==> src/frg_pkg.sv <==
//------------------------------------------------------------------------------
// Purpose: Constants and carrier types for the reset/fault output gating block
// Assumes: APB register access, 32-bit data, byte addresses below
// Notes:   Gate bit 1 passes a source, 0 blocks it
//------------------------------------------------------------------------------
package frg_pkg;

    // -------------------------------------------------------------------------
    // Bus geometry
    // -------------------------------------------------------------------------
    localparam int ADDR_W = 16;
    localparam int DATA_W = 32;
    localparam int STRB_W = DATA_W / 8;

    // -------------------------------------------------------------------------
    // Register byte addresses
    // -------------------------------------------------------------------------
    localparam logic [ADDR_W-1:0] MISC_RST_GATE_ADDR = 16'h2044;
    localparam logic [ADDR_W-1:0] AUX_RST_GATE_ADDR  = 16'h2048;
    localparam logic [ADDR_W-1:0] UV_FLT_GATE_ADDR   = 16'h204c;
    localparam logic [ADDR_W-1:0] OV_FLT_GATE_ADDR   = 16'h2050;
    localparam logic [ADDR_W-1:0] WARN_FLT_GATE_ADDR = 16'h2054;
    localparam logic [ADDR_W-1:0] IRQ_STATUS_ADDR    = 16'h2070;
    localparam logic [ADDR_W-1:0] IRQ_MASK_ADDR      = 16'h2074;
    localparam logic [ADDR_W-1:0] PIN_STATE_ADDR     = 16'h2078;

    // -------------------------------------------------------------------------
    // Field widths and positions
    // -------------------------------------------------------------------------
    localparam int MISC_W = 23;
    localparam int AUX_W  = 19;
    localparam int UV_W   = 15;
    localparam int OV_W   = 14;
    localparam int WARN_W = 14;
    localparam int IRQ_W  = 2;

    localparam int MISC_WD0_BIT      = 0;
    localparam int MISC_WD1_BIT      = 1;
    localparam int MISC_QA_WD_BIT    = 2;
    localparam int MISC_SERIAL_LO    = 3;
    localparam int MISC_SERIAL_HI    = 8;
    localparam int MISC_ECC_BIT      = 19;
    localparam int MISC_SHR_CRC_BIT  = 20;
    localparam int MISC_CLKMON_BIT   = 21;
    localparam int MISC_WDI_PULSE_BIT = 22;
    localparam int IRQ_RESET_BIT     = 0;
    localparam int IRQ_FAULT_BIT     = 1;

    // -------------------------------------------------------------------------
    // Reset values and writable-bit masks
    // -------------------------------------------------------------------------
    localparam logic [DATA_W-1:0] MISC_RST_VAL = 32'h0000_0004;
    localparam logic [DATA_W-1:0] AUX_RST_VAL  = 32'h0000_0000;
    localparam logic [DATA_W-1:0] UV_RST_VAL   = 32'h0000_4fff;
    localparam logic [DATA_W-1:0] OV_RST_VAL   = 32'h0000_0fff;
    localparam logic [DATA_W-1:0] WARN_RST_VAL = 32'h0000_0000;
    localparam logic [DATA_W-1:0] IRQ_RST_VAL  = 32'h0000_0000;

    localparam logic [DATA_W-1:0] MISC_WR_MASK = 32'h007f_01ff;
    localparam logic [DATA_W-1:0] AUX_WR_MASK  = 32'h0007_ffff;
    localparam logic [DATA_W-1:0] UV_WR_MASK   = 32'h0000_7fff;
    localparam logic [DATA_W-1:0] OV_WR_MASK   = 32'h0000_3fff;
    localparam logic [DATA_W-1:0] WARN_WR_MASK = 32'h0000_3fff;
    localparam logic [DATA_W-1:0] IRQ_WR_MASK  = 32'h0000_0003;

    // -------------------------------------------------------------------------
    // Carriers
    // -------------------------------------------------------------------------
    typedef struct packed {
        logic [MISC_W-1:0] misc;
        logic [AUX_W-1:0]  aux;
    } frg_live_t;

    typedef struct packed {
        logic [UV_W-1:0]   uv;
        logic [OV_W-1:0]   ov;
        logic [WARN_W-1:0] warn;
    } frg_latch_t;

endpackage : frg_pkg

==> src/frg_gate.sv <==
//------------------------------------------------------------------------------
//------------------------------------------------------------------------------
// Purpose: APB-programmed gating of supervisory events onto reset/fault pins
// Assumes: Status and latch flags come from logic on CLK, no synchroniser
// Notes:   Zero-wait APB slave; PREADY follows CE so a frozen block stalls
//------------------------------------------------------------------------------
//
// Added by the designer: the APB register port.
`timescale 1ns/1ps

module frg_gate
    import frg_pkg::*;
(
    input  wire logic              CLK,
    input  wire logic              RST_N,
    input  wire logic              CE,
    input  wire logic              PSEL,
    input  wire logic              PENABLE,
    input  wire logic              PWRITE,
    input  wire logic [ADDR_W-1:0] PADDR,
    input  wire logic [DATA_W-1:0] PWDATA,
    input  wire logic [STRB_W-1:0] PSTRB,
    output logic      [DATA_W-1:0] PRDATA,
    output logic                   PREADY,
    output logic                   PSLVERR,
    input  wire frg_live_t         LIVE,
    input  wire frg_latch_t        LATCH,
    output logic                   SYS_RESET_N,
    output logic                   SYS_FAULT_N,
    output logic                   IRQ
);

    // -------------------------------------------------------------------------
    // Helpers
    // -------------------------------------------------------------------------
    // Byte-lane merge restricted to implemented bits, so reserved stay zero
    function automatic logic [DATA_W-1:0] wr_merge(
        input logic [DATA_W-1:0] old_v,
        input logic [DATA_W-1:0] wdat,
        input logic [STRB_W-1:0] strb,
        input logic [DATA_W-1:0] wmask
    );
        logic [DATA_W-1:0] lane;
        lane = '0;
        for (int i = 0; i < STRB_W; i++) begin
            lane[i*8 +: 8] = {8{strb[i]}};
        end
        return (old_v & ~(lane & wmask)) | (wdat & lane & wmask);
    endfunction : wr_merge

    function automatic logic hit(
        input logic [ADDR_W-1:0] a,
        input logic [ADDR_W-1:0] reg_addr
    );
        return a[ADDR_W-1:2] == reg_addr[ADDR_W-1:2];
    endfunction : hit

    // -------------------------------------------------------------------------
    // State
    // -------------------------------------------------------------------------
    logic [DATA_W-1:0] misc_q;
    logic [DATA_W-1:0] aux_q;
    logic [DATA_W-1:0] uv_q;
    logic [DATA_W-1:0] ov_q;
    logic [DATA_W-1:0] warn_q;
    logic [DATA_W-1:0] irq_stat_q;
    logic [DATA_W-1:0] irq_mask_q;
    logic [DATA_W-1:0] rdata_q;
    logic              reset_act_q;
    logic              fault_act_q;
    logic              reset_act_d;
    logic              fault_act_d;
    logic              mapped;
    logic              wr_en;
    logic              setup;
    logic [IRQ_W-1:0]  irq_evt;
    logic [DATA_W-1:0] irq_set;
    logic [DATA_W-1:0] rd_mux;

    // -------------------------------------------------------------------------
    // Bus decode
    // -------------------------------------------------------------------------
    always_comb begin
        mapped = hit(PADDR, MISC_RST_GATE_ADDR)
              || hit(PADDR, AUX_RST_GATE_ADDR)
              || hit(PADDR, UV_FLT_GATE_ADDR)   || hit(PADDR, OV_FLT_GATE_ADDR)
              || hit(PADDR, WARN_FLT_GATE_ADDR) || hit(PADDR, IRQ_STATUS_ADDR)
              || hit(PADDR, IRQ_MASK_ADDR)      || hit(PADDR, PIN_STATE_ADDR);
    end

    assign PREADY  = CE;
    assign PSLVERR = PSEL && PENABLE && !mapped;
    assign setup   = CE && PSEL && !PENABLE;
    assign wr_en   = CE && PSEL && PENABLE && PWRITE && mapped;

    // Read data is captured in the setup cycle so PRDATA comes from a flop
    always_comb begin
        rd_mux = '0;
        if (hit(PADDR, MISC_RST_GATE_ADDR)) begin
            rd_mux = misc_q & MISC_WR_MASK;
        end else if (hit(PADDR, AUX_RST_GATE_ADDR)) begin
            rd_mux = aux_q & AUX_WR_MASK;
        end else if (hit(PADDR, UV_FLT_GATE_ADDR)) begin
            rd_mux = uv_q & UV_WR_MASK;
        end else if (hit(PADDR, OV_FLT_GATE_ADDR)) begin
            rd_mux = ov_q & OV_WR_MASK;
        end else if (hit(PADDR, WARN_FLT_GATE_ADDR)) begin
            rd_mux = warn_q & WARN_WR_MASK;
        end else if (hit(PADDR, IRQ_STATUS_ADDR)) begin
            rd_mux = irq_stat_q;
        end else if (hit(PADDR, IRQ_MASK_ADDR)) begin
            rd_mux = irq_mask_q;
        end else if (hit(PADDR, PIN_STATE_ADDR)) begin
            rd_mux[IRQ_RESET_BIT] = reset_act_q;
            rd_mux[IRQ_FAULT_BIT] = fault_act_q;
        end
    end

    always_ff @(posedge CLK or negedge RST_N) begin
        if (!RST_N) begin
            rdata_q <= '0;
        end else if (setup && !PWRITE) begin
            rdata_q <= rd_mux;
        end
    end

    assign PRDATA = rdata_q;

    // -------------------------------------------------------------------------
    // Reset gating registers
    // -------------------------------------------------------------------------
    always_ff @(posedge CLK or negedge RST_N) begin
        if (!RST_N) begin
            misc_q <= MISC_RST_VAL;
        end else if (wr_en && hit(PADDR, MISC_RST_GATE_ADDR)) begin
            misc_q <= wr_merge(misc_q, PWDATA, PSTRB, MISC_WR_MASK);
        end
    end

    always_ff @(posedge CLK or negedge RST_N) begin
        if (!RST_N) begin
            aux_q <= AUX_RST_VAL;
        end else if (wr_en && hit(PADDR, AUX_RST_GATE_ADDR)) begin
            aux_q <= wr_merge(aux_q, PWDATA, PSTRB, AUX_WR_MASK);
        end
    end

    // -------------------------------------------------------------------------
    // Fault gating registers
    // -------------------------------------------------------------------------
    always_ff @(posedge CLK or negedge RST_N) begin
        if (!RST_N) begin
            uv_q <= UV_RST_VAL;
        end else if (wr_en && hit(PADDR, UV_FLT_GATE_ADDR)) begin
            uv_q <= wr_merge(uv_q, PWDATA, PSTRB, UV_WR_MASK);
        end
    end

    always_ff @(posedge CLK or negedge RST_N) begin
        if (!RST_N) begin
            ov_q <= OV_RST_VAL;
        end else if (wr_en && hit(PADDR, OV_FLT_GATE_ADDR)) begin
            ov_q <= wr_merge(ov_q, PWDATA, PSTRB, OV_WR_MASK);
        end
    end

    always_ff @(posedge CLK or negedge RST_N) begin
        if (!RST_N) begin
            warn_q <= WARN_RST_VAL;
        end else if (wr_en && hit(PADDR, WARN_FLT_GATE_ADDR)) begin
            warn_q <= wr_merge(warn_q, PWDATA, PSTRB, WARN_WR_MASK);
        end
    end

    // -------------------------------------------------------------------------
    // Output gating
    // -------------------------------------------------------------------------
    // Reset pin follows live flags; fault pin follows latched flags
    always_comb begin
        reset_act_d = |(misc_q[MISC_W-1:0] & LIVE.misc)
                   || |(aux_q[AUX_W-1:0] & LIVE.aux);
        fault_act_d = |(uv_q[UV_W-1:0] & LATCH.uv)
                   || |(ov_q[OV_W-1:0] & LATCH.ov)
                   || |(warn_q[WARN_W-1:0] & LATCH.warn);
    end

    always_ff @(posedge CLK or negedge RST_N) begin
        if (!RST_N) begin
            reset_act_q <= 1'b0;
            fault_act_q <= 1'b0;
        end else if (CE) begin
            reset_act_q <= reset_act_d;
            fault_act_q <= fault_act_d;
        end
    end

    assign SYS_RESET_N = !reset_act_q;
    assign SYS_FAULT_N = !fault_act_q;

    // -------------------------------------------------------------------------
    // Interrupt
    // -------------------------------------------------------------------------
    // Events are the assertion edges of each pin; set wins over a W1C clear
    assign irq_evt[IRQ_RESET_BIT] = reset_act_d && !reset_act_q;
    assign irq_evt[IRQ_FAULT_BIT] = fault_act_d && !fault_act_q;
    assign irq_set = {{(DATA_W-IRQ_W){1'b0}}, irq_evt};

    always_ff @(posedge CLK or negedge RST_N) begin
        if (!RST_N) begin
            irq_stat_q <= IRQ_RST_VAL;
        end else if (CE) begin
            if (wr_en && hit(PADDR, IRQ_STATUS_ADDR)) begin
                irq_stat_q <= (irq_stat_q
                             & ~wr_merge('0, PWDATA, PSTRB, IRQ_WR_MASK))
                             | irq_set;
            end else begin
                irq_stat_q <= irq_stat_q | irq_set;
            end
        end
    end

    always_ff @(posedge CLK or negedge RST_N) begin
        if (!RST_N) begin
            irq_mask_q <= IRQ_RST_VAL;
        end else if (wr_en && hit(PADDR, IRQ_MASK_ADDR)) begin
            irq_mask_q <= wr_merge(irq_mask_q, PWDATA, PSTRB, IRQ_WR_MASK);
        end
    end

    assign IRQ = |(irq_stat_q & irq_mask_q);

    // -------------------------------------------------------------------------
    // Assertions
    // -------------------------------------------------------------------------
    logic first_q;

    always_ff @(posedge CLK or negedge RST_N) begin
        if (!RST_N) begin
            first_q <= 1'b1;
        end else begin
            first_q <= 1'b0;
        end
    end

    property p_gate_blocks;
        @(posedge CLK) disable iff (!RST_N)
        (CE && (misc_q[MISC_W-1:0] & LIVE.misc) == '0
            && (aux_q[AUX_W-1:0] & LIVE.aux) == '0) |=> SYS_RESET_N;
    endproperty
    a_gate_blocks: assert property (p_gate_blocks)
        else $error("reset pin asserted with every source blocked");

    property p_reset_follows;
        @(posedge CLK) disable iff (!RST_N)
        (CE && |(aux_q[AUX_W-1:0] & LIVE.aux)) |=> !SYS_RESET_N;
    endproperty
    a_reset_follows: assert property (p_reset_follows)
        else $error("gated live flag did not assert reset pin");

    property p_fault_follows;
        @(posedge CLK) disable iff (!RST_N)
        CE ##0 (fault_act_d != fault_act_q)
            |=> (SYS_FAULT_N == !$past(fault_act_d));
    endproperty
    a_fault_follows: assert property (p_fault_follows)
        else $error("fault pin did not follow gated latch flags");

    property p_misc_defaults;
        @(posedge CLK) disable iff (!RST_N)
        first_q |-> misc_q[MISC_QA_WD_BIT:MISC_WD0_BIT] == 3'h4;
    endproperty
    a_misc_defaults: assert property (p_misc_defaults)
        else $error("watchdog reset gates wrong after reset");

    property p_serial_defaults;
        @(posedge CLK) disable iff (!RST_N)
        first_q |-> misc_q[MISC_SERIAL_HI:MISC_SERIAL_LO] == 6'h0;
    endproperty
    a_serial_defaults: assert property (p_serial_defaults)
        else $error("serial error reset gates not cleared after reset");

    property p_monitor_defaults;
        @(posedge CLK) disable iff (!RST_N)
        first_q |-> misc_q[MISC_CLKMON_BIT:MISC_ECC_BIT] == 3'h0;
    endproperty
    a_monitor_defaults: assert property (p_monitor_defaults)
        else $error("monitor reset gates not cleared after reset");

    property p_pulse_default;
        @(posedge CLK) disable iff (!RST_N)
        first_q |-> !misc_q[MISC_WDI_PULSE_BIT];
    endproperty
    a_pulse_default: assert property (p_pulse_default)
        else $error("pulse error reset gate not cleared after reset");

    property p_aux_default;
        @(posedge CLK) disable iff (!RST_N)
        first_q |-> aux_q == 32'h0;
    endproperty
    a_aux_default: assert property (p_aux_default)
        else $error("aux reset gates not cleared after reset");

    property p_fault_defaults;
        @(posedge CLK) disable iff (!RST_N)
        first_q |-> (uv_q == 32'h4fff && ov_q == 32'h0fff);
    endproperty
    a_fault_defaults: assert property (p_fault_defaults)
        else $error("under/overvolt fault gates wrong after reset");

    property p_warn_write;
        @(posedge CLK) disable iff (!RST_N)
        (wr_en && PADDR == 16'h2054 && PSTRB == 4'hf)
            |=> warn_q == ($past(PWDATA) & 32'h3fff);
    endproperty
    a_warn_write: assert property (p_warn_write)
        else $error("write to warning gate address not stored");

    property p_warn_default;
        @(posedge CLK) disable iff (!RST_N)
        first_q |-> warn_q == 32'h0;
    endproperty
    a_warn_default: assert property (p_warn_default)
        else $error("warning gates not cleared after reset");

    property p_reserved_zero;
        @(posedge CLK) disable iff (!RST_N)
        (misc_q & 32'hff80_fe00) == 32'h0 && (aux_q & 32'hfff8_0000) == 32'h0
            && (uv_q & 32'hffff_8000) == 32'h0;
    endproperty
    a_reserved_zero: assert property (p_reserved_zero)
        else $error("reserved gate bits became set");

    c_reset_pin: cover property (@(posedge CLK) disable iff (!RST_N)
        $fell(SYS_RESET_N));
    c_fault_pin: cover property (@(posedge CLK) disable iff (!RST_N)
        $fell(SYS_FAULT_N));
    c_irq: cover property (@(posedge CLK) disable iff (!RST_N) $rose(IRQ));

endmodule : frg_gate

==> config.mk <==
export PLATFORM = sky130hd
export DESIGN_NAME = frg_gate
export DESIGN_NICKNAME = d
export VERILOG_FILES = /design/src/frg_pkg.sv /design/src/frg_gate.sv
export SDC_FILE = /design/constraint.sdc
export NUM_CORES = 1
export LEC_CHECK = 0
export ABC_AREA = 1
export BUFFER_PORTS_ARGS = -buffer_cell sky130_fd_sc_hd__buf_2
export CAP_MARGIN = 20
export CORE_MARGIN = 2
export CORE_UTILIZATION = 53
export CTS_CLUSTER_DIAMETER = 30
export DETAILED_ROUTE_END_ITERATION = 16
export HOLD_SLACK_MARGIN = 0.02
export PLACE_DENSITY = 0.81
export SLEW_MARGIN = 10
export SYNTH_ARGS = -nofsm -noshare
export SYNTH_HDL_FRONTEND = slang
export SYNTH_SLANG_ARGS = --single-unit
==> constraint.sdc <==
create_clock -name CLK -period 2.15 [get_ports CLK]
set_input_delay 0.3225 -clock CLK [delete_from_list [all_inputs] [get_ports CLK]]
set_output_delay 0.3225 -clock CLK [all_outputs]
set_load 0.005 [all_outputs]
-- Word-level counts from Yosys, hierarchy flattened
Cells that the tools add are included.
- register bits after elaboration: 258
- output and inout port bits: 37
- word-level logic and storage cells: 94
- equal/unequal tests: 8
- mux-type cells: 10
- bitwise operators: 28
- reduce and logical (&&, ||, !) cells: 38
- operators by type and width (cell ; number):
    $and 32x32->32 ; 8
    $mux 32 ; 7
    $eq 14x12->1 const B ; 8
    $or 32x2->32 ; 3
    $not 2->32 ; 2
    $or 32x14->32 ; 2
    $and 23x23->23 ; 2
    $not 14->32 ; 1
    $not 15->32 ; 1
    $not 19->32 ; 1
    $not 23->32 ; 1
    $or 32x15->32 ; 1
    $or 32x19->32 ; 1
    $or 32x23->32 ; 1
    $reduce_or 32->1 ; 1
    $mux 30 ; 1
    $and 14x14->14 ; 2
    $reduce_or 14->1 ; 2
    $reduce_or 23->1 ; 1
    $and 19x19->19 ; 1
    $reduce_or 19->1 ; 1
    $logic_and 1x1->1 ; 17
    $and 15x15->15 ; 1
    $reduce_or 15->1 ; 1
    other kinds (3) ; 17

-- Depth between registers and ports, before layout
- word-level depth: 11
- gate-level depth with buffers: 14
- gate-level depth less buffers: 13

-- Least setup slack after synthesis
Ideal clock, no wire load.
- kind: input port to output port
- start: in PADDR[6]
- end: out PSLVERR
- arrival: 1.411 ns
- data required time: 1.827 ns
- path slack: 0.417 ns
- stages: 10
- cells stage by stage: inv_1 > nor2_2 > nand2_4 > nor2_1 > nand2_2 > nand2_1 > nor2_2 > nand2_8 > buf_12 > and3b_1
- longest elaborated chain between the ends: 10
- ends and longest elaborated chain (element ; RTL line ; source):
    start: declaration ; frg_gate.sv:20 ; input wire logic [ADDR_W-1:0] PADDR,
    $eq 14x12->1 ; frg_gate.sv:55 ; return a[ADDR_W-1:2] == reg_addr[ADDR_W-1:2];
    $logic_or 1x1->1 ; frg_gate.sv:85 ; || hit(PADDR, AUX_RST_GATE_ADDR)
    $logic_or 1x1->1 (2 in series) ; frg_gate.sv:86 ; || hit(PADDR, UV_FLT_GATE_ADDR) || hit(PADDR, OV_FLT_GATE_ADDR)
    $logic_or 1x1->1 (2 in series) ; frg_gate.sv:87 ; || hit(PADDR, WARN_FLT_GATE_ADDR) || hit(PADDR, IRQ_STATUS_ADDR)
    $logic_or 1x1->1 ; frg_gate.sv:88 ; || hit(PADDR, IRQ_MASK_ADDR) || hit(PADDR, PIN_STATE_ADDR);
    $logic_or 1x1->1 * ; frg_gate.sv:88 ;
    $logic_not 1->1 * ; frg_gate.sv:92 ; assign PSLVERR = PSEL && PENABLE && !mapped;
    $logic_and 1x1->1 * ; frg_gate.sv:92 ;
    end: declaration ; frg_gate.sv:25 ; output logic PSLVERR,
Every way passes the cells marked *; elsewhere a longest branch is shown, timed or not.

-- Worst setup path in the final report
Same ends and word-level chain as after synthesis.

==> results.txt <==
Outcome: finished, violations left
Failing checks: negative hold slack
Share of layout cells above drive strength 1: 0.236
Reg area: 2710 um2
Initial DRC count: 384
Worst path cell trace: buf_2 -> inv_1 -> nor2_2 -> nand2_4 -> nor2_1 -> nand2_2 -> nand2_1 -> nor2_2 -> nand2_8 -> and3b_1 -> buf_2
Final Hold Viols: 9
Critical Path Fanout Max: 15
Footprint of the multi-input gates: 2570 um2
Overall Global Routing Usage: 0.270
Synthesized netlist cell count: 873
Post-Synth Simple-Gate Area: 0.356
GRT overflow: 0
Power Density: 571 nW/um2
CP peak stage delay: 0.24 ns
Vias in the first global route: 5477
Power after layout: 4.18 mW
Hold-fix buffer count after cts: 0
Post-layout min period: 1.98 ns
P&R area growth vs syn: 19.3%
Flops & latches, synth: 107
Cell Count Post-Placement: 1157
Actual slew at the worst max-slew pin: 0.596 ns
Pleak: 4.80 nW
Most common cell after layout, fill and taps aside: nand2_1
Final period utilization: 0.922
Sw frac: 0.237
Startpoint types: input pin
Number of diodes: 0
Mux share of post-synthesis cell area: 0
Via count: 5768
Comb pwr share: 0.078
Initial core utilization: 0.539
Post-Synth Adder-Cell Area: 0
Number of port buffers: 151
Vias per cell: 4.92
CORE AREA: 11400 um2
Final slew viol count: 0
Setup Buffers After CTS: 0
Filler cell count: 1032
Later-pin clock latency in the skew report: 0.36 ns
DRT Pass-1 Iters: 5
Die X-Extent: 112 um
Post-synthesis sequential area ratio: 0.442
CTS tree: done
Hold WC Path Type: input pin to asynchronous set/reset pin
Sink Count: 107
Initial antenna violation count: 0
Synth Area in Compound Gates: 0.0588
Worst Setup Path Type: input pin to output port
TritonCTS buffer count: 9
Pin count of the biggest net entering global routing: 108
Hold slack: -0.00666 ns
Core Rows: 39
Die area: 12400 um2
Flop pwr share: 0.487
Final Setup Violations: 0
CP max-delay cell: and3b_1
Per-cell routed wire length: 13.9 um
Clock Power Share: 0.435
Total wire length: 16300 um
Clk buf depth: 2
Die H: 112 um
Crit. End Element: output port
F_max: 0.504 GHz
Detailed placer's ending HPWL: 12400 um
Yosys warning count: 0
WP data arrival: 1.66 ns
Post-Syn Area: 6130 um2
First-pass GRT wire length: 26600 um
Critical path required time: 1.83 ns
Number of antenna-violating nets in the routed design: 0
Slew HR: 0.603
Drc violations: 0
Final core occ: 0.644
Max-Cap Viols: 0
Worst Clk Skew: 0.00839 ns
Post-route setup TNS: 0 ns
P_int: 3.19 mW
Clock transition at path regs: 0.07 ns
Synth cell types: 37
Switching power: 991 uW
Final net count: 1168
RSZ-0062 raised after global routing: no
Root buffer cell: clkbuf_16
Max IR drop VDD: 0.000402 V
# resized after CTS: 0
Avg Cell Area, Syn: 7.02 um2
XOR/XNOR share of the synthesized area: 0
Largest family of logic cells by synthesized area: simple AND/OR/NAND/NOR gates
Non-filler instance count after layout: 1173
I/O pin count: 180
Most frequent cells in the layout: nand2_1 (231), nor2_1 (186), inv_1 (168)
H-tree depth: 3
RePlAce Congestion: 0.876
[Yosys cell counts]
cell / n / area (um2)
nand2_1: 231 / 867
nor2_1: 186 / 698
inv_1: 168 / 631
dfrtp_1: 81 / 2030
dfstp_2: 26 / 683
nand3_1: 25 / 125
nand4_1: 21 / 131
a21oi_1: 17 / 85.1
buf_4: 14 / 105
o21ai_0: 12 / 60.1
o22ai_1: 12 / 75.1
inv_2: 10 / 37.5
buf_2: 9 / 45.0
nor2_2: 8 / 50.1
nand4_2: 7 / 87.6
a22o_1: 5 / 43.8
o31ai_1: 5 / 37.5
a221oi_1: 4 / 35.0
clkbuf_1: 3 / 11.3
nand2_2: 3 / 18.8
nand4_4: 3 / 63.8
nor3_1: 3 / 15.0
nor4_1: 3 / 18.8
and3_1: 2 / 12.5
buf_6: 2 / 22.5
nor2_4: 2 / 22.5
and3b_1: 1 / 8.76
buf_12: 1 / 20.0
clkbuf_2: 1 / 5.00
conb_1: 1 / 3.75
nand2_4: 1 / 11.3
nand2_8: 1 / 20.0
nand3_2: 1 / 10.0
nand3b_1: 1 / 7.51
nor4_2: 1 / 12.5
o221ai_2: 1 / 15.0
o41ai_1: 1 / 8.76
[layout make-up]
| type | count | area share |
|---|---|---|
| clock inverters | 7 | 0.0135 |
| repair buffers | 163 | 0.118 |
| inverters | 178 | 0.0913 |
| flip-flops and latches | 107 | 0.370 |
| clock buffers | 9 | 0.0308 |
| well taps | 143 | 0.0245 |
| multi-input cells | 566 | 0.352 |
[power groups by stage]
stage,Clock (mW),Sequential (mW),Combinational (mW)
5_1_grt,1.91,2.04,0.364
3_3_place_gp,0,2.07,0.325
2_1_floorplan,0,2.07,0.108
6_report,1.82,2.04,0.327
4_1_cts,1.84,2.04,0.329
3_5_place_dp,0,2.07,0.328
[logic make-up after synthesis]
logic type             Yosys count
AOI/OAI and AO/OA               57
DFF                            107
and+or+nand+nor                500
other                            1
buffers and inverters          208
[metrics by stage]
stage | setup WS [ns] | instance area, um2
finish | 0.167 | 7320
global route | 0.0293 | 7320
CTS | 0.147 | 7320
detailed placement | -0.0136 | 6990
global placement | 0.0662 | 6990
floorplan | 0.417 | 6160
[final timing paths]
| kind | from | to | slack [ns] | cells past startpoint |
|---|---|---|---|---|
| max | PADDR[6] | PSLVERR | 0.17 | 11 |
| min | RST_N | PRDATA[4] | -0.007 | 2 |
| max reg2reg | flop | fault_act_q | 0.70 | 6 |
| min reg2reg | PRDATA[11] | PRDATA[11] | 0.48 | 2 |
| max in group asynchronous | RST_N | asynchronous set/reset pin | 1.67 | 2 |
| min in group CLK | PWDATA[15] | flop | 0.19 | 3 |
[worst max-delay path, delay by kind of cell]
kind,cells,cell delay (ns)
simple gates,8,1.07
buf+inv,3,0.24
[layer usage]
layer / track usage / up-vias / routed length [um]
met4: 0.0947 / 0 / 342
li1: - / 2920 / -
met2: 0.437 / 209 / 7560
met3: 0.0539 / 23 / 1100
met5: 0 / - / 0
met1: 0.367 / 2616 / 7280
Power figures use the tool's default switching activity.
